--- config.mk ---
export PLATFORM = sky130hd
export DESIGN_NAME = tpsf_top
export DESIGN_NICKNAME = d
export VERILOG_FILES = /design/src/tpsf_pkg.sv /design/src/tpsf_sync3.sv /design/src/tpsf_spike_filter.sv /design/src/tpsf_top.sv
export SDC_FILE = /design/constraint.sdc
export NUM_CORES = 1
export LEC_CHECK = 0
export CAP_MARGIN = 25
export CORE_MARGIN = 2
export CORE_UTILIZATION = 52
export DETAILED_ROUTE_END_ITERATION = 10
export DONT_BUFFER_PORTS = 1
export PLACE_DENSITY = 0.67
export SLEW_MARGIN = 20
export SYNTH_ARGS = -nofsm -noshare
export SYNTH_HDL_FRONTEND = slang
export SYNTH_HIERARCHICAL = 1
export SYNTH_SLANG_ARGS = --single-unit
--- constraint.sdc ---
create_clock -name clk -period 2.8 [get_ports clk]
set_clock_uncertainty 0.1 [all_clocks]
set_input_delay 0.56 -clock clk [delete_from_list [all_inputs] [get_ports clk]]
set_output_delay 0.56 -clock clk [all_outputs]
set_load 0.02 [all_outputs]
--- src/tpsf_pkg.sv ---
// Shared constants and types for the test path and supply fault block
package tpsf_pkg;
	// Register port and measurement value widths
	localparam int ADDR_W = 4;
	localparam int DATA_W = 8;
	localparam int VAL_W  = 16;

	// Register offsets
	localparam logic [3:0] OFS_CTRL = 4'h0;
	localparam logic [3:0] OFS_PATH = 4'h1;
	localparam logic [3:0] OFS_FLAG = 4'h2;
	localparam logic [3:0] OFS_MASK = 4'h3;
	localparam logic [3:0] OFS_RAW  = 4'h4;

	// Control register fields
	localparam int CTRL_W    = 3;
	localparam int CTRL_EN   = 0;
	localparam int CTRL_TEMP = 1;
	localparam int CTRL_AUTO = 2;
	localparam logic [2:0] CTRL_RST = 3'h0;

	// Path status fields
	localparam int PATH_W      = 3;
	localparam int PATH_ALT    = 0;
	localparam int PATH_TEMP   = 1;
	localparam int PATH_ONCE   = 2;

	// Sticky flag and mask fields
	localparam int FLAG_W      = 5;
	localparam int NUM_REG     = 3;
	localparam int FLG_SUPPLY  = 3;
	localparam int FLG_RETURN  = 4;
	localparam logic [4:0] FLAG_RST = 5'h00;
	localparam logic [4:0] MASK_RST = 5'h00;

	// Comparator sources: three regulators, then supply checks
	localparam int NUM_SRC     = 6;
	localparam int SRC_VDD_OV  = 3;
	localparam int SRC_GND_OFF = 4;
	localparam int SRC_VDD_OFF = 5;

	// Spike filter timing
	localparam int CLK_PERIOD_NS       = 50;
	localparam int FILTER_DELAY_NS     = 10000;
	localparam int FILTER_MIN_CLOCKS   = 256;
	localparam int FILTER_TIME_CLOCKS  = (FILTER_DELAY_NS + CLK_PERIOD_NS - 1) / CLK_PERIOD_NS;
	localparam int FILTER_CYCLES       = (FILTER_TIME_CLOCKS > FILTER_MIN_CLOCKS) ?
		FILTER_TIME_CLOCKS : FILTER_MIN_CLOCKS;
	localparam int CNT_W               = $clog2(FILTER_CYCLES + 1);

	// Output path states
	typedef enum logic [1:0] {
		PATH_NORMAL,
		PATH_HELD,
		PATH_ONESHOT
	} tpsf_path_t;
endpackage

--- src/tpsf_sync3.sv ---
// Three-stage synchroniser with agreement check for comparator levels
`timescale 1ns/1ps
module tpsf_sync3 (
	input  wire logic clk,
	input  wire logic sys_rst,
	input  wire logic async_i,
	output logic      level_o
);
	logic s1_q;    // First stage, feeds only s2
	logic s2_q;    // Second stage
	logic s3_q;    // Third stage
	logic level_q; // Accepted level

	// Shift chain
	always_ff @(posedge clk or posedge sys_rst) begin
		if (sys_rst) begin
			s1_q <= 1'b0;
			s2_q <= 1'b0;
			s3_q <= 1'b0;
		end else begin
			s1_q <= async_i;
			s2_q <= s1_q;
			s3_q <= s2_q;
		end
	end

	// Change counts once stages two and three agree
	always_ff @(posedge clk or posedge sys_rst) begin
		if (sys_rst) begin
			level_q <= 1'b0;
		end else if (s2_q == s3_q) begin
			level_q <= s3_q;
		end
	end

	assign level_o = level_q;
endmodule

--- src/tpsf_spike_filter.sv ---
// Digital spike filter: fires after a level persists long enough
`timescale 1ns/1ps
module tpsf_spike_filter (
	input  wire logic clk,
	input  wire logic sys_rst,
	input  wire logic level_i,
	output logic      hit_o
);
	localparam logic [tpsf_pkg::CNT_W-1:0] LAST = tpsf_pkg::CNT_W'(tpsf_pkg::FILTER_CYCLES);
	localparam logic [tpsf_pkg::CNT_W-1:0] ONE  = tpsf_pkg::CNT_W'(1);
	localparam logic [tpsf_pkg::CNT_W-1:0] ZERO = tpsf_pkg::CNT_W'(0);

	logic [tpsf_pkg::CNT_W-1:0] cnt_q; // Consecutive high cycles, saturating
	logic [tpsf_pkg::CNT_W-1:0] cnt_d;

	// Restart on any drop, count while high, hold at the end
	assign cnt_d = !level_i ? ZERO : ((cnt_q == LAST) ? LAST : cnt_q + ONE); // [RULE4] [RULE11]

	// Counter register
	always_ff @(posedge clk or posedge sys_rst) begin
		if (sys_rst) begin
			cnt_q <= ZERO;
		end else begin
			cnt_q <= cnt_d;
		end
	end

	// Fault accepted only after the full delay
	assign hit_o = (cnt_q == LAST); // [RULE4]

	a_count_restart: assert property (@(posedge clk) disable iff (sys_rst) // [RULE11]
		!level_i |=> (cnt_q == ZERO) && !hit_o)
		else $error("filter count did not restart after drop");

	a_fire_after_delay: assert property (@(posedge clk) disable iff (sys_rst) // [RULE4]
		$rose(hit_o) |-> $past(level_i, 1) && $past(level_i, 8) && ($past(cnt_q) == LAST - ONE))
		else $error("filter fired before full delay");
endmodule

--- src/tpsf_top.sv ---
// Test path selection and supply fault status for the angle sensor
// Overview of operation
// RULE1: Angle test and temperature share one path switch.
// RULE2: Normal Mode holds alternate source until ended.
// RULE3: Automatic Mode returns after one value read.
// RULE4: Fault sets flag after 256-cycle continuous persistence.
// RULE5: Each regulator overvoltage sets its own flag.
// RULE6: Filtered supply overvoltage sets supply fault flag.
// RULE7: Filtered ground loss sets supply fault flag.
// RULE8: Filtered supply loss sets supply fault flag.
// RULE9: Clock spikes above supply also flag supply loss.
// RULE10: Temperature value goes out in X slot.
// RULE11: Filter count restarts when comparator drops early.
//
// Added by the designer: the placing of the registers and the address-and-strobe port.
`timescale 1ns/1ps
module tpsf_top (
	input  wire logic                         clk,
	input  wire logic                         sys_rst,
	// Register port
	input  wire logic [tpsf_pkg::ADDR_W-1:0]  reg_addr,
	input  wire logic [tpsf_pkg::DATA_W-1:0]  reg_wdata,
	input  wire logic                         reg_wr,
	input  wire logic                         reg_rd,
	output logic      [tpsf_pkg::DATA_W-1:0]  reg_rdata,
	output logic                              irq,
	// Analog comparator outputs
	input  wire logic                         reg_ov_g_cmp,
	input  wire logic                         reg_ov_a_cmp,
	input  wire logic                         reg_ov_d_cmp,
	input  wire logic                         vdd_ov_cmp,
	input  wire logic                         gnd_off_cmp,
	input  wire logic                         vdd_off_cmp,
	// Measurement sources and readout strobe
	input  wire logic                         value_read,
	input  wire logic [tpsf_pkg::VAL_W-1:0]   field_x,
	input  wire logic [tpsf_pkg::VAL_W-1:0]   field_y,
	input  wire logic [tpsf_pkg::VAL_W-1:0]   test_x,
	input  wire logic [tpsf_pkg::VAL_W-1:0]   test_y,
	input  wire logic [tpsf_pkg::VAL_W-1:0]   temp_value,
	// Output path and status
	output logic      [tpsf_pkg::VAL_W-1:0]   out_x,
	output logic      [tpsf_pkg::VAL_W-1:0]   out_y,
	output logic                              path_alt,
	output logic      [tpsf_pkg::NUM_REG-1:0] regulator_overvoltage_flag,
	output logic                              supply_fault_flag
);
	// Registers
	logic [tpsf_pkg::CTRL_W-1:0] ctrl_q;     // Source select and mode
	logic [tpsf_pkg::CTRL_W-1:0] ctrl_d;
	logic [tpsf_pkg::FLAG_W-1:0] mask_q;     // Interrupt mask
	logic [tpsf_pkg::FLAG_W-1:0] mask_d;
	logic [tpsf_pkg::FLAG_W-1:0] flag_q;     // Sticky event flags
	logic [tpsf_pkg::FLAG_W-1:0] flag_d;
	tpsf_pkg::tpsf_path_t        state_q;    // Output path state
	tpsf_pkg::tpsf_path_t        state_d;
	logic [tpsf_pkg::VAL_W-1:0]  out_x_q;    // Registered X slot
	logic [tpsf_pkg::VAL_W-1:0]  out_y_q;    // Registered Y slot
	logic                        path_alt_q; // Alternate source on output
	logic [tpsf_pkg::DATA_W-1:0] rdata_q;    // Read data
	logic                        irq_q;      // Interrupt level

	// Decode
	logic                        wr_ctrl;    // Write to control
	logic                        wr_flag;    // Write-one-to-clear
	logic                        wr_mask;    // Write to mask
	logic                        arm;        // Control write with enable
	logic                        stop;       // Control write without enable
	logic                        wr_auto;    // Mode bit on control write
	logic                        once_done;  // One value read in automatic mode
	logic                        use_alt;    // Alternate source selected
	logic                        use_temp;   // Temperature chosen
	logic [tpsf_pkg::VAL_W-1:0]  alt_x;      // Alternate X value
	logic [tpsf_pkg::VAL_W-1:0]  alt_y;      // Alternate Y value
	logic [tpsf_pkg::VAL_W-1:0]  path_x;     // Selected X value
	logic [tpsf_pkg::VAL_W-1:0]  path_y;     // Selected Y value
	logic [tpsf_pkg::FLAG_W-1:0] w1c;        // Bits to clear
	logic [tpsf_pkg::FLAG_W-1:0] set_vec;    // Bits to set
	logic [tpsf_pkg::PATH_W-1:0] path_stat;  // Path status word
	logic [tpsf_pkg::DATA_W-1:0] rd_mux;     // Read selection

	// Comparator chain
	logic [tpsf_pkg::NUM_SRC-1:0] cmp_raw;   // Asynchronous comparator levels
	logic [tpsf_pkg::NUM_SRC-1:0] cmp_lvl;   // Synchronised levels
	logic [tpsf_pkg::NUM_SRC-1:0] cmp_hit;   // Filtered fault levels
	logic                         sup_hit;   // Any supply fault source
	logic                         sup_lvl;   // Any synchronised supply level

	// Gather comparator pins
	assign cmp_raw = {vdd_off_cmp, gnd_off_cmp, vdd_ov_cmp,
		reg_ov_d_cmp, reg_ov_a_cmp, reg_ov_g_cmp};

	// Analog levels are free running, so each passes the synchroniser first
	// One synchroniser and one spike filter per source
	genvar gi;
	generate
		for (gi = 0; gi < tpsf_pkg::NUM_SRC; gi++) begin : g_src
			// Level from the analog side
			tpsf_sync3 u_sync (
				.clk     (clk),
				.sys_rst (sys_rst),
				.async_i (cmp_raw[gi]),
				.level_o (cmp_lvl[gi])
			);
			// Persistence check per source
			tpsf_spike_filter u_filt ( // [RULE4] [RULE11]
				.clk     (clk),
				.sys_rst (sys_rst),
				.level_i (cmp_lvl[gi]),
				.hit_o   (cmp_hit[gi])
			);
		end
	endgenerate

	// Supply fault sources share one flag
	assign sup_hit = cmp_hit[tpsf_pkg::SRC_VDD_OV]  // [RULE6]
		| cmp_hit[tpsf_pkg::SRC_GND_OFF]            // [RULE7]
		| cmp_hit[tpsf_pkg::SRC_VDD_OFF];           // [RULE8] [RULE9]

	// Any supply comparator level, before filtering
	assign sup_lvl = cmp_lvl[tpsf_pkg::SRC_VDD_OV] | cmp_lvl[tpsf_pkg::SRC_GND_OFF]
		| cmp_lvl[tpsf_pkg::SRC_VDD_OFF];

	// Register decode
	assign wr_ctrl = reg_wr && (reg_addr == tpsf_pkg::OFS_CTRL);
	assign wr_flag = reg_wr && (reg_addr == tpsf_pkg::OFS_FLAG);
	assign wr_mask = reg_wr && (reg_addr == tpsf_pkg::OFS_MASK);
	assign arm     = wr_ctrl && reg_wdata[tpsf_pkg::CTRL_EN];
	assign stop    = wr_ctrl && !reg_wdata[tpsf_pkg::CTRL_EN];
	assign wr_auto = reg_wdata[tpsf_pkg::CTRL_AUTO];

	// Control and mask next values
	assign ctrl_d = wr_ctrl ? reg_wdata[tpsf_pkg::CTRL_W-1:0] : ctrl_q;
	assign mask_d = wr_mask ? reg_wdata[tpsf_pkg::FLAG_W-1:0] : mask_q;

	// Automatic mode finishes on the first value read out
	// A stop in the same cycle wins, so no return event is logged
	assign once_done = (state_q == tpsf_pkg::PATH_ONESHOT) && value_read && !stop; // [RULE3]

	// Path state machine
	always_comb begin
		state_d = state_q;
		case (state_q)
			tpsf_pkg::PATH_NORMAL: begin
				// Enter the mode chosen by the write
				if (arm) begin
					state_d = wr_auto ? tpsf_pkg::PATH_ONESHOT : tpsf_pkg::PATH_HELD;
				end
			end
			tpsf_pkg::PATH_HELD: begin
				// Held until software ends it
				if (stop) begin
					state_d = tpsf_pkg::PATH_NORMAL; // [RULE2]
				end else if (arm && wr_auto) begin
					state_d = tpsf_pkg::PATH_ONESHOT;
				end
			end
			tpsf_pkg::PATH_ONESHOT: begin
				// Back to field measurement after one readout
				if (stop || once_done) begin
					state_d = tpsf_pkg::PATH_NORMAL; // [RULE3]
				end else if (arm && !wr_auto) begin
					state_d = tpsf_pkg::PATH_HELD;
				end
			end
			default: begin
				state_d = tpsf_pkg::PATH_NORMAL;
			end
		endcase
	end

	// One switch serves both alternate sources
	assign use_alt  = (state_q != tpsf_pkg::PATH_NORMAL); // [RULE1] [RULE2]
	assign use_temp = ctrl_q[tpsf_pkg::CTRL_TEMP];
	assign alt_x    = use_temp ? temp_value : test_x;     // [RULE10]
	assign alt_y    = use_temp ? field_y : test_y;
	assign path_x   = use_alt ? alt_x : field_x;          // [RULE1]
	assign path_y   = use_alt ? alt_y : field_y;          // [RULE1]

	// Sticky flags: set wins over clear
	// A fault still present keeps its flag set through a clear
	assign w1c     = wr_flag ? reg_wdata[tpsf_pkg::FLAG_W-1:0] : tpsf_pkg::FLAG_RST;
	assign set_vec = {once_done, sup_hit, cmp_hit[tpsf_pkg::NUM_REG-1:0]}; // [RULE5] [RULE6]
	assign flag_d  = (flag_q & ~w1c) | set_vec;

	// Read selection, unmapped reads zero
	assign path_stat = {(state_q == tpsf_pkg::PATH_ONESHOT), use_temp, use_alt};
	assign rd_mux =
		(reg_addr == tpsf_pkg::OFS_CTRL) ? tpsf_pkg::DATA_W'(ctrl_q) :
		(reg_addr == tpsf_pkg::OFS_PATH) ? tpsf_pkg::DATA_W'(path_stat) :
		(reg_addr == tpsf_pkg::OFS_FLAG) ? tpsf_pkg::DATA_W'(flag_q) :
		(reg_addr == tpsf_pkg::OFS_MASK) ? tpsf_pkg::DATA_W'(mask_q) :
		(reg_addr == tpsf_pkg::OFS_RAW)  ? tpsf_pkg::DATA_W'(cmp_hit) :
		tpsf_pkg::DATA_W'(0);

	// Control, mask and state registers
	always_ff @(posedge clk or posedge sys_rst) begin
		if (sys_rst) begin
			ctrl_q  <= tpsf_pkg::CTRL_RST;
			mask_q  <= tpsf_pkg::MASK_RST;
			state_q <= tpsf_pkg::PATH_NORMAL;
		end else begin
			ctrl_q  <= ctrl_d;
			mask_q  <= mask_d;
			state_q <= state_d;
		end
	end

	// Status flags
	always_ff @(posedge clk or posedge sys_rst) begin
		if (sys_rst) begin
			flag_q <= tpsf_pkg::FLAG_RST;
		end else begin
			flag_q <= flag_d; // [RULE5] [RULE6] [RULE7] [RULE8]
		end
	end

	// Output path registers
	always_ff @(posedge clk or posedge sys_rst) begin
		if (sys_rst) begin
			out_x_q    <= tpsf_pkg::VAL_W'(0);
			out_y_q    <= tpsf_pkg::VAL_W'(0);
			path_alt_q <= 1'b0;
		end else begin
			out_x_q    <= path_x;
			out_y_q    <= path_y;
			path_alt_q <= use_alt;
		end
	end

	// Read data and interrupt
	// Interrupt uses next flag and mask so it lines up with the flags
	always_ff @(posedge clk or posedge sys_rst) begin
		if (sys_rst) begin
			rdata_q <= tpsf_pkg::DATA_W'(0);
			irq_q   <= 1'b0;
		end else begin
			rdata_q <= reg_rd ? rd_mux : tpsf_pkg::DATA_W'(0);
			irq_q   <= |(flag_d & mask_d);
		end
	end

	// Outputs straight from registers
	assign reg_rdata                  = rdata_q;
	assign irq                        = irq_q;
	assign out_x                      = out_x_q;
	assign out_y                      = out_y_q;
	assign path_alt                   = path_alt_q;
	assign regulator_overvoltage_flag = flag_q[tpsf_pkg::NUM_REG-1:0];
	assign supply_fault_flag          = flag_q[tpsf_pkg::FLG_SUPPLY];

	// Test source reaches X and Y together
	a_shared_switch: assert property (@(posedge clk) disable iff (sys_rst) // [RULE1]
		(use_alt && !use_temp) |=> (out_x_q == $past(test_x)) && (out_y_q == $past(test_y)) && path_alt_q)
		else $error("test source not routed to output");

	// Normal Mode holds while no control write comes
	a_held_stays: assert property (@(posedge clk) disable iff (sys_rst) // [RULE2]
		(state_q == tpsf_pkg::PATH_HELD) && !wr_ctrl |=> (state_q == tpsf_pkg::PATH_HELD) ##1 path_alt_q)
		else $error("held path left without stop");

	// Automatic mode returns after one value
	a_oneshot_return: assert property (@(posedge clk) disable iff (sys_rst) // [RULE3]
		(state_q == tpsf_pkg::PATH_ONESHOT) && value_read && !wr_ctrl
		|=> (state_q == tpsf_pkg::PATH_NORMAL) && flag_q[tpsf_pkg::FLG_RETURN] ##1 !path_alt_q)
		else $error("automatic mode did not return");

	// Regulator fault sets its own flag
	a_reg_ov_flag: assert property (@(posedge clk) disable iff (sys_rst) // [RULE5]
		cmp_hit[tpsf_pkg::NUM_REG-1:0] != '0
		|=> (regulator_overvoltage_flag & $past(cmp_hit[tpsf_pkg::NUM_REG-1:0]))
			== $past(cmp_hit[tpsf_pkg::NUM_REG-1:0]))
		else $error("regulator flag not set");

	// Supply overvoltage sets the supply flag
	a_vdd_ov_flag: assert property (@(posedge clk) disable iff (sys_rst) // [RULE6]
		cmp_hit[tpsf_pkg::SRC_VDD_OV] |=> supply_fault_flag)
		else $error("supply overvoltage not flagged");

	// Ground loss sets the supply flag
	a_gnd_off_flag: assert property (@(posedge clk) disable iff (sys_rst) // [RULE7]
		cmp_hit[tpsf_pkg::SRC_GND_OFF] |=> supply_fault_flag)
		else $error("ground loss not flagged");

	// Supply loss or clock spike sets the supply flag
	a_vdd_off_flag: assert property (@(posedge clk) disable iff (sys_rst) // [RULE8]
		cmp_hit[tpsf_pkg::SRC_VDD_OFF] |=> supply_fault_flag)
		else $error("supply loss not flagged");

	// Supply flag rises only after a lasting level
	a_spike_ignored: assert property (@(posedge clk) disable iff (sys_rst) // [RULE9]
		$rose(supply_fault_flag) |-> $past(sup_lvl, 2) && $past(sup_lvl, 8))
		else $error("supply flag set without filtered fault");

	// Temperature appears in the X slot
	a_temp_slot: assert property (@(posedge clk) disable iff (sys_rst) // [RULE10]
		(use_alt && use_temp) |=> (out_x_q == $past(temp_value)) && (out_y_q == $past(field_y)))
		else $error("temperature not in X slot");

	// Interrupt follows unmasked flags
	a_irq_level: assert property (@(posedge clk) disable iff (sys_rst)
		##1 (irq_q == |(flag_q & mask_q)))
		else $error("interrupt does not match flags");

	// A stop write always returns to field measurement
	a_stop_normal: assert property (@(posedge clk) disable iff (sys_rst) // [RULE2]
		stop |=> (state_q == tpsf_pkg::PATH_NORMAL) ##1 !path_alt_q)
		else $error("stop write did not end the mode");

	// Enable with auto bit enters the one-shot mode
	a_arm_auto: assert property (@(posedge clk) disable iff (sys_rst) // [RULE3]
		arm && wr_auto && !value_read |=> (state_q == tpsf_pkg::PATH_ONESHOT))
		else $error("automatic mode not entered");

	// Enable without auto bit enters the held mode
	a_arm_held: assert property (@(posedge clk) disable iff (sys_rst) // [RULE2]
		arm && !wr_auto && !value_read |=> (state_q == tpsf_pkg::PATH_HELD))
		else $error("normal mode not entered");

	// Field values pass untouched in normal measurement
	a_normal_field: assert property (@(posedge clk) disable iff (sys_rst) // [RULE1]
		!sys_rst && !use_alt |=> (out_x_q == $past(field_x)) && (out_y_q == $past(field_y)) && !path_alt_q)
		else $error("field measurement not on output");

	// Return event comes only out of the one-shot mode
	a_return_source: assert property (@(posedge clk) disable iff (sys_rst) // [RULE3]
		$rose(flag_q[tpsf_pkg::FLG_RETURN]) |-> ($past(state_q) == tpsf_pkg::PATH_ONESHOT))
		else $error("return event outside automatic mode");

	// Flags stay set until software clears them
	a_flag_sticky: assert property (@(posedge clk) disable iff (sys_rst)
		!wr_flag |=> ((flag_q & $past(flag_q)) == $past(flag_q)))
		else $error("flag dropped without a clear");

	// Writing ones clears those flags when no event is pending
	a_flag_clear: assert property (@(posedge clk) disable iff (sys_rst)
		wr_flag && (set_vec == tpsf_pkg::FLAG_RST)
		|=> ((flag_q & $past(reg_wdata[tpsf_pkg::FLAG_W-1:0])) == tpsf_pkg::FLAG_RST))
		else $error("flag not cleared by write");

	// Read data stands only in the cycle after a read
	a_read_idle: assert property (@(posedge clk) disable iff (sys_rst)
		!reg_rd |=> (reg_rdata == tpsf_pkg::DATA_W'(0)))
		else $error("read data without a read");

	// Control read returns the written value
	a_read_ctrl: assert property (@(posedge clk) disable iff (sys_rst)
		reg_rd && (reg_addr == tpsf_pkg::OFS_CTRL) |=> (reg_rdata == tpsf_pkg::DATA_W'($past(ctrl_q))))
		else $error("control read mismatch");

	// Masked flags never raise the interrupt
	a_irq_masked: assert property (@(posedge clk) disable iff (sys_rst)
		(mask_q == tpsf_pkg::MASK_RST) |-> !irq_q)
		else $error("interrupt raised with all flags masked");
endmodule

# After elaboration in Yosys (flattened, before gate mapping)
# Cells that the tools add are included.
# totals
elab_cells	121
regBits	133
output_inout_bits	46
# classes
n_bitwise	6
mux	31
eq_ne	21
reduce_logical	18
n_addsub	6
# op_table
cell	n
$mux 9	12
$mux 16	4
$add 9x1->9 const B	6
$eq 9x9->1 const B	6
$mux 6	6
$mux 2	6
$and 5x5->5	2
$mux 5	2
$logic_and 1x1->1	9
$eq 4x2->1 const B	2
$eq 1x1->1	6
$pmux 2 s3	1
$not 5->5	1
$or 5x5->5	1
$reduce_or 5->1	1
$eq 4x1->1 const B	1
$eq 4x3->1 const B	1
$logic_not 4->1	1
$logic_not 1->1	3
$ne 3x1->1 const B	1
$ne 3x3->1 const B	1
$reduce_and 3->1	1
$eq 2x1->1 const B	1
$eq 2x2->1 const B	1
other kinds (5)	6

# Depth between registers and ports, before layout
# Gate-level depths: netlist of run 1.
# depth
word_depth	8
depth_mapped	8
depth_no_buf	8

# Modules after synthesis
# Netlist of run 1, hierarchy kept.
# modules_own_cells
mod	cells_per_inst	instances	area_per_inst_um2
tpsf_spike_filter	46	6	465.4
tpsf_top	238	1	2646.3
tpsf_sync3	6	6	115.1

# Least setup slack after synthesis of run 1
# Ideal clock, no wire load.
# synth_path
path_type	register to register
start	reg g_src[1].u_filt/cnt_q[0] in the netlist's numbering
end	reg irq_q (netlist: irq)
required_time_ns	2.565
arrival_time_ns	1.784
path_stages_with_launch	9
setup_slack_ns	0.782
setup_ns	0.135
period_less_slack_ns	2.018
cell_sequence	dfrtp_1 > inv_1 > ha_1 > nand2_1 > nor4_1 > or4b_2 > a21oi_1 > a2bb2oi_1 > nand4_1
# synth_between
elab_chain_cells	4
# synth_lines
element	line	rtl
start, declared	tpsf_spike_filter.sv:13	logic [tpsf_pkg::CNT_W-1:0] cnt_q;
start signal, assigned	tpsf_spike_filter.sv:24	cnt_q <= cnt_d;
$eq 9x9->1	tpsf_spike_filter.sv:29	assign hit_o = (cnt_q == LAST);
net cmp_hit (one bit)	tpsf_top.sv:85	logic [tpsf_pkg::NUM_SRC-1:0] cmp_hit;
$or 5x5->5	tpsf_top.sv:184	assign flag_d = (flag_q & ~w1c) | set_vec;
$and 5x5->5	tpsf_top.sv:239	irq_q <= |(flag_d & mask_d);
$reduce_or 5->1	tpsf_top.sv:239	
end signal, assigned	tpsf_top.sv:239	
end, declared	tpsf_top.sv:61	logic irq_q;
# The timed path passes the listed nets, and every way through them passes these cells.
# A chain may end at the register's enable or synchronous reset.

# Worst setup path after layout of run 1
# layout_path
start	reg g_src[1].u_filt/cnt_q[5] in the netlist's numbering
end	reg rdata_q (netlist bit reg_rdata[1])
# layout_between
elab_chain_cells	7
# layout_lines
element	line	rtl
$eq 9x9->1	tpsf_spike_filter.sv:29	
net cmp_hit (one bit)	tpsf_top.sv:85	
$mux 6	tpsf_top.sv:193	(reg_addr == tpsf_pkg::OFS_RAW) ? tpsf_pkg::DATA_W'(cmp_hit) :
$mux 6	tpsf_top.sv:192	(reg_addr == tpsf_pkg::OFS_MASK) ? tpsf_pkg::DATA_W'(mask_q) :
$mux 6	tpsf_top.sv:191	(reg_addr == tpsf_pkg::OFS_FLAG) ? tpsf_pkg::DATA_W'(flag_q) :
$mux 6	tpsf_top.sv:190	(reg_addr == tpsf_pkg::OFS_PATH) ? tpsf_pkg::DATA_W'(path_stat) :
$mux 6	tpsf_top.sv:189	(reg_addr == tpsf_pkg::OFS_CTRL) ? tpsf_pkg::DATA_W'(ctrl_q) :
$mux 6	tpsf_top.sv:238	rdata_q <= reg_rd ? rd_mux : tpsf_pkg::DATA_W'(0);
end signal, assigned	tpsf_top.sv:235	rdata_q <= tpsf_pkg::DATA_W'(0);
end signal, assigned	tpsf_top.sv:238	
end, declared	tpsf_top.sv:60	logic [tpsf_pkg::DATA_W-1:0] rdata_q;
# The timed path passes the listed nets, and every way through them passes these cells.

==> reports/qor.txt, run 1 <==
outcome -> complete, no violations
Comb pwr share -> 11.2%
Seq/Total Area, Yosys -> 54.3%
Routability Congestion -> 0.829
top cells by area, synth -> dfrtp_1, mux2_2, mux2i_1
DR iter-0 viols -> 231
layout cells sized above 1 -> 15.9%
die width -> 113 um
vias -> 4161
clk slew on worst S/H paths -> 60 ps
number of buffers added on ports -> 0
Max Buffers Root-to-Sink -> 2
critical path cell sequence -> or4_4 -> nor4_1 -> a21boi_0 -> o22a_1 -> nor3_1
maximum vdd drop -> 0.476 mV
Ys Warns -> 6
Worst-Margin Slew -> 732 ps
Mean Syn Cell Area -> 11.1 um^2
Max Transition Viols Final -> 0
Detailed Place HPWL -> 9.44 mm
vias per inst -> 5.83
antenna violations before repair -> 0
Synth async-reset ratio -> 100%
post-layout util -> 60.3%
initial core utilization -> 53.5%
Nets -> 675
Top FF cell, synth -> dfrtp_1
Ant. Diodes -> 0
Synth Instances -> 550
crit-path max FO -> 6
first-pass GRT wire length -> 20.8 mm
Leakage Power -> 3.08 nW
setup violators final -> 0
Clk Latency, worst-skew pair -> 410 ps
worst hold margin -> 17.2 ps
mean routed wirelength per cell -> 17.7 um
largest area contributor in the netlist -> dfrtp_1
Clock power frac -> 43.5%
Core Rows -> 39
drt pass-1 iters -> 4
Die ar. -> 12700 um^2
Pwr Total -> 0.00552 W
CP endpoint kind -> register
Area growth syn-to-layout -> 12.8%
net switching power -> 0.00143 W
largest net degree at the start of global routing -> 34
die span in y -> 113 um
cell family with most CP delay -> simple AND/OR/NAND/NOR gates
Detail Route Antenna Nets -> 0
# placed instances -> 683
fmax -> 428 MHz
overall routing resource usage -> 21.0%
switch share -> 26.0%
H-tree depth -> 4
Final Hold Viols -> 0
Non-Filler Instances -> 714
final wirelength -> 12.6 mm
Yosys top cell area share -> 54.3%
total core area -> 11500 um^2
Crit Path Category -> reg -> reg
Tmin final -> 2340 ps
Seq pwr share -> 45.3%
internal power -> 0.00408 W
Num CTS Buffers -> 17
CTS sink cnt -> 133
fin crit share -> 83.5%
mapped cell area -> 6130 um^2
Critical Path Slowest Stage Cell -> or4_4
IO Pins -> 149
WP buf/inv -> 0
drt drc -> 0
CTS tree -> yes
RSZ-0062 raised after global routing -> false
WP data required -> 3010 ps
Critical Path Start Type -> register
Yosys reg bits -> 133
Max-Cap Viols -> 0
CP max stage delay -> 580 ps
critical path arrival -> 2550 ps
P per Cell Area -> 798 nW/um^2
GRT overflow -> 0
post-synth cell types -> 55
r2r setup slk -> 460 ps
worst min-delay path category -> in -> async
Slew HR -> 51.2%
Root Driver -> clkbuf_16
Final TNS setup -> 0 ps
post_cts resized -> 0
number of flops mapped to enable cells by yosys -> 0
number of global-route vias before repair -> 4215
cells by family after synthesis:
logic type | share of synthesized area [%]
and+or+nand+nor | 15.1
DFF | 54.3
AOI/OAI and AO/OA | 13.0
buffers and inverters | 4.39
muxes | 7.00
adders and majority gates | 3.55
xor gates and xnor gates | 2.57
other | 0.0612
what timing repair did:
item,CTS,global route
buffers inserted,0,0
hold buffers,1,0
hold endpoints to repair,78,0
through the flow:
| stage | instance area, um^2 | setup slack, ps |
|---|---|---|
| 2_1_floorplan | 6130 | 782 |
| 3_3_place_gp | 6260 | 580 |
| 3_5_place_dp | 6260 | 562 |
| 4_1_cts | 6910 | 480 |
| 5_1_grt | 6910 | 316 |
| 6_report | 6910 | 463 |
path summary, 6_finish.rpt:
kind | from | endpoint | depth (start not counted)
min in group clk | vdd_ov_cmp | g_src[3].u_sync/s1_q | 0
setup / recovery | g_src[1].u_filt/cnt_q[5] | reg_rdata[1] | 5
hold reg to reg | g_src[2].u_sync/s1_q | g_src[2].u_sync/s2_q | 0
hold / removal | sys_rst | flag_q[0] | 1
setup reg to reg | g_src[1].u_filt/cnt_q[5] | reg_rdata[1] | 5
max in group asynchronous | sys_rst | g_src[2].u_filt/cnt_q[0] | 2
sequential cells by signal, indices dropped and copies added, names as in the netlist:
name,cells
ctrl_q,3
out_x,16
reg_rdata,6
flag_q,5
g_src.u_filt/cnt_q,54
g_src.u_sync/s1_q,6
g_src.u_sync/level_o,6
g_src.u_sync/s2_q,6
irq,1
g_src.u_sync/s3_q,6
out_y,16
path_alt,1
mask_q,5
state_q,2
power groups by stage:
stage                     Sequential, W  Combinational (W)  Clock [W]
after floorplan                 0.00249           0.000539          0
after detailed placement        0.00253           0.000623          0
after global placement          0.00252           0.000604          0
final                           0.00250           0.000620    0.00240
after global routing            0.00253           0.000703    0.00254
after CTS                       0.00250           0.000632    0.00244
worst register-to-register path: stages, from the launching register on:
cell	delay [ps]
dfrtp_1	440
or4_4	580
nor4_1	500
a21boi_0	190
o22a_1	220
nor3_1	220
cell usage in the layout (no fill, tap or decap), types with 14 or more instances in the layout:
cell,synthesis,final
a21oi_1,22,22
clkbuf_16,0,17
dfrtp_1,133,133
inv_1,43,42
mux2_2,19,19
mux2i_1,20,20
nand2_1,38,38
nand3_1,20,20
nand4_1,14,14
nor2_1,34,34
o21ai_0,39,39
or3_1,14,14
metal layers:
layer,GRT usage (%),wire length [um],up-vias
li1,-,-,1959
met1,25.1,5140,2033
met2,33.9,6130,144
met3,8.15,1010,25
met4,9.43,369,0
met5,0,0,-
cell usage after synthesis, drive strengths merged, types with 2 or more instances:
library cell	count
dfrtp	133
inv	43
o21ai	39
nand2	38
nor2	35
a21oi	22
mux2	20
mux2i	20
nand3	20
or3	20
nand4	14
buf	13
ha	12
xnor2	12
nand2b	9
o211ai	8
o41ai	7
maj3	6
nor3	6
nor4	6
o31ai	6
or4	6
xor2	6
a21o	5
clkbuf	5
o22a	4
o22ai	4
a21boi	3
nor3b	3
or2	3
a22oi	2
a31oi	2
nand3b	2
nor2b	2
o21a	2
or3b	2
final cells by class:
class                   count  area [um^2]
flip-flops and latches    133         3330
well taps                 143          179
clock buffers              20          467
clock inverters            10          178
repair buffers              8         62.6
multi-input cells         357         2540
inverters                  43          161
fillers                   898         4560
Power figures use the tool's default switching activity.
==> run 2: changes to the inputs <==
Settings changed: PLACE_DENSITY 0.67 to 0.7.
Clock period 2.8 ns to 2 ns, I/O delays scaled along.
==> run 2 against run 1 <==
Maximum frequency rose by 17%. Die area did not move. Non-clock buffer count rose by 61. Critical endpoint is now irq. Global-route usage rose by 1.3 points. Largest power group unchanged. Highest routed layer unchanged. Sequential share of layout area fell by 3.8 points.
==> reports/qor.txt, run 2 (synthesis results as in run 1) <==
outcome -> complete, no violations
crit-path max FO -> 3 (-3)
most common cell after layout, fill and taps aside -> dfrtp_1
Critical Path Slowest Stage Cell -> or3b_2
first-pass GRT wire length -> 22.2 mm (+6.8%)
r2r setup slk -> 10 ps (-450 ps)
maximum vdd drop -> 0.827 mV (+74%)
most frequent cells in the layout -> dfrtp_1, buf_4, inv_1, o21ai_0
Area growth syn-to-layout -> 22.5%
critical path cell sequence -> inv_1 -> ha_2 -> nand2_2 -> nor4_2 -> buf_4 -> or3b_2 -> mux2_4 -> a2bb2oi_2 -> nand4_1
Routability Congestion -> 0.845 (+2.0%)
Max Transition Viols Final -> 0 (unchanged)
Slew HR -> 53.3% (+2.1 points)
CP max stage delay -> 430 ps (-150 ps)
internal power -> 0.00584 W (+43%)
IO Pins -> 149 (unchanged)
CP endpoint kind -> register
die width -> 113 um (unchanged)
Max Buffers Root-to-Sink -> 2 (unchanged)
CP startpoint -> g_src[2].u_filt/cnt_q[0]
Critical Path Start Type -> register
number of buffers added on ports -> 0 (unchanged)
reg2reg start -> g_src[2].u_filt/cnt_q[0]
die span in y -> 113 um (unchanged)
Final TNS setup -> 0 ps (unchanged)
layout cells sized above 1 -> 23.8% (+7.9 points)
mean routed wirelength per cell -> 17.4 um (-1.5%)
cell family with most CP delay -> simple AND/OR/NAND/NOR gates
RR Endpoint -> irq
Crit Path Category -> reg -> reg
critical path arrival -> 2180 ps (-370 ps)
Filler cells -> 859 (-4.3%)
vias -> 4425 (+6.3%)
largest net degree at the start of global routing -> 45 (+32%)
final wirelength -> 13.5 mm (+7.1%)
Root Driver -> clkbuf_16
initial core utilization -> 53.5% (unchanged)
fin area -> 7510 um^2 (+8.7%)
setup ws final -> 10.1 ps (-453 ps)
vias per inst -> 5.69 (-2.3%)
net switching power -> 0.00206 W (+43%)
P per Cell Area -> 1050 nW/um^2 (+32%)
Worst Reg-to-Reg Cells -> 9 (+4)
WP data required -> 2190 ps (-820 ps)
Comb pwr share -> 13.1% (+1.9 points)
CTS tree -> yes
Detail Route Antenna Nets -> 0 (unchanged)
H-tree depth -> 4 (unchanged)
register name with the most flops -> g_src.u_filt/cnt_q
Detailed Place HPWL -> 10.1 mm (+6.6%)
Clock power frac -> 42.9% (-0.6 points)
antenna violations before repair -> 0 (unchanged)
Num CTS Buffers -> 17 (unchanged)
Nets -> 736 (+9.0%)
Ant. Diodes -> 0 (unchanged)
GRT overflow -> 0 (unchanged)
Tmin final -> 1990 ps (-347 ps)
drt pass-1 iters -> 5 (+1)
clk slew on worst S/H paths -> 50 ps (about the same)
Pwr Total -> 0.00790 W (+43%)
fmax -> 503 MHz (+17%)
overall routing resource usage -> 22.4% (+1.3 points)
Final Hold Viols -> 0 (unchanged)
Core Rows -> 39 (unchanged)
DR iter-0 viols -> 211 (-8.7%)
hold depth -> 2
Seq pwr share -> 43.9% (-1.4 points)
Post-Place Setup Slack -> -99.7 ps (-662 ps)
Max-Cap Viols -> 0 (unchanged)
setup violators final -> 0 (unchanged)
Die ar. -> 12700 um^2 (unchanged)
switch share -> 26.0% (+0.058 points)
total core area -> 11500 um^2 (unchanged)
CTS sink cnt -> 133 (unchanged)
WP buf/inv -> 2 (+2)
Worst-Margin Slew -> 698 ps (-34.1 ps)
Leakage Power -> 3.41 nW (+11%)
max FFs per register -> 54 (unchanged)
fin crit share -> 99.5% (+16 points)
Clk Latency, worst-skew pair -> 410 ps (about the same)
Post-DP Area -> 6590 um^2 (+5.3%)
number of global-route vias before repair -> 4559 (+8.2%)
crit path capture -> irq
post-layout util -> 65.5% (+5.2 points)
Stages on worst setup path -> 9 (+4)
multi-input logic area -> 2620 um^2 (+3.4%)
worst min-delay path category -> in -> reg
Seq. cell area -> 3330 um^2 (unchanged)
RSZ-0062 raised after global routing -> true
drt drc -> 0 (unchanged)
[run 2: cell count changes in the layout (fill, tap and decap cells not counted), sizes merged]
cell         delta
clkbuf          +3
buf            +47
dlygate4sd3    +14
clkinv          -1
[run 2: how the worst min path moves through the flow]
stage | startpoint | to | slack, ps
2_1_floorplan | sys_rst | g_src[0].u_sync/level_o | 70
3_3_place_gp | sys_rst | g_src[0].u_sync/s1_q | 70
3_5_place_dp | sys_rst | g_src[0].u_sync/s2_q | 80
4_1_cts | field_x[6] | out_x[6] | 0.09
5_1_grt | test_y[15] | out_y[15] | 20
6_report | field_x[6] | out_x[6] | 10
[run 2: power groups by stage]
stage	combinational [W]	clock, W	sequential [W]
4_1_cts	0.00101	0.00346	0.00347
2_1_floorplan	0.000756	0	0.00348
3_5_place_dp	0.000967	0	0.00352
5_1_grt	0.00116	0.00357	0.00352
3_3_place_gp	0.000929	0	0.00351
6_report	0.00104	0.00339	0.00347
[run 2: timing repair]
action                                  CTS  global route
gates resized for setup                   5            12
gates cloned                              0             0
pin swaps                                 2             6
endpoints found under the setup margin    3             4
endpoints found under the hold margin   103             0
buffers inserted                          1             4
hold buffers                             15             0
[run 2: routing by layer]
metal  routed length, um  vias to the layer above  global-route usage (%)  part of all wire (%)
met2                6820                      168                    37.1                    50
met1                5250                     2136                    25.9                    39
met4                 486                        0                    11.6                   3.6
met5                   0                        -                       0                     0
met3                 986                       33                    7.24                   7.3
li1                    -                     2088                       -                     -
[run 2: final cells by class]
| class | instances | area share, % |
|---|---|---|
| sequential | 133 | 44.3 |
| multi-input combinational | 357 | 34.9 |
| timing repair buffer | 69 | 7.56 |
| clock buffer | 23 | 6.36 |
| tap | 143 | 2.38 |
| clock inverter | 9 | 2.30 |
| inverter | 43 | 2.15 |
[run 2: stage by stage]
| stage | hold WS [ps] | std cells |
|---|---|---|
| after global placement | 72.9 | 725 |
| final | 14.6 | 777 |
| after CTS | 0.0910 | 773 |
| after floorplan | 66.1 | 551 |
| after global routing | 16.9 | 777 |
| after detailed placement | 78.2 | 725 |
[run 2: worst reg2reg max path, cell delays in order, from the launching register on]
cell       delay (ps)
dfrtp_1           350
inv_1              50
ha_2              180
nand2_2            70
nor4_2             50
buf_4             140
or3b_2            430
mux2_4            270
a2bb2oi_2         110
nand4_1           100
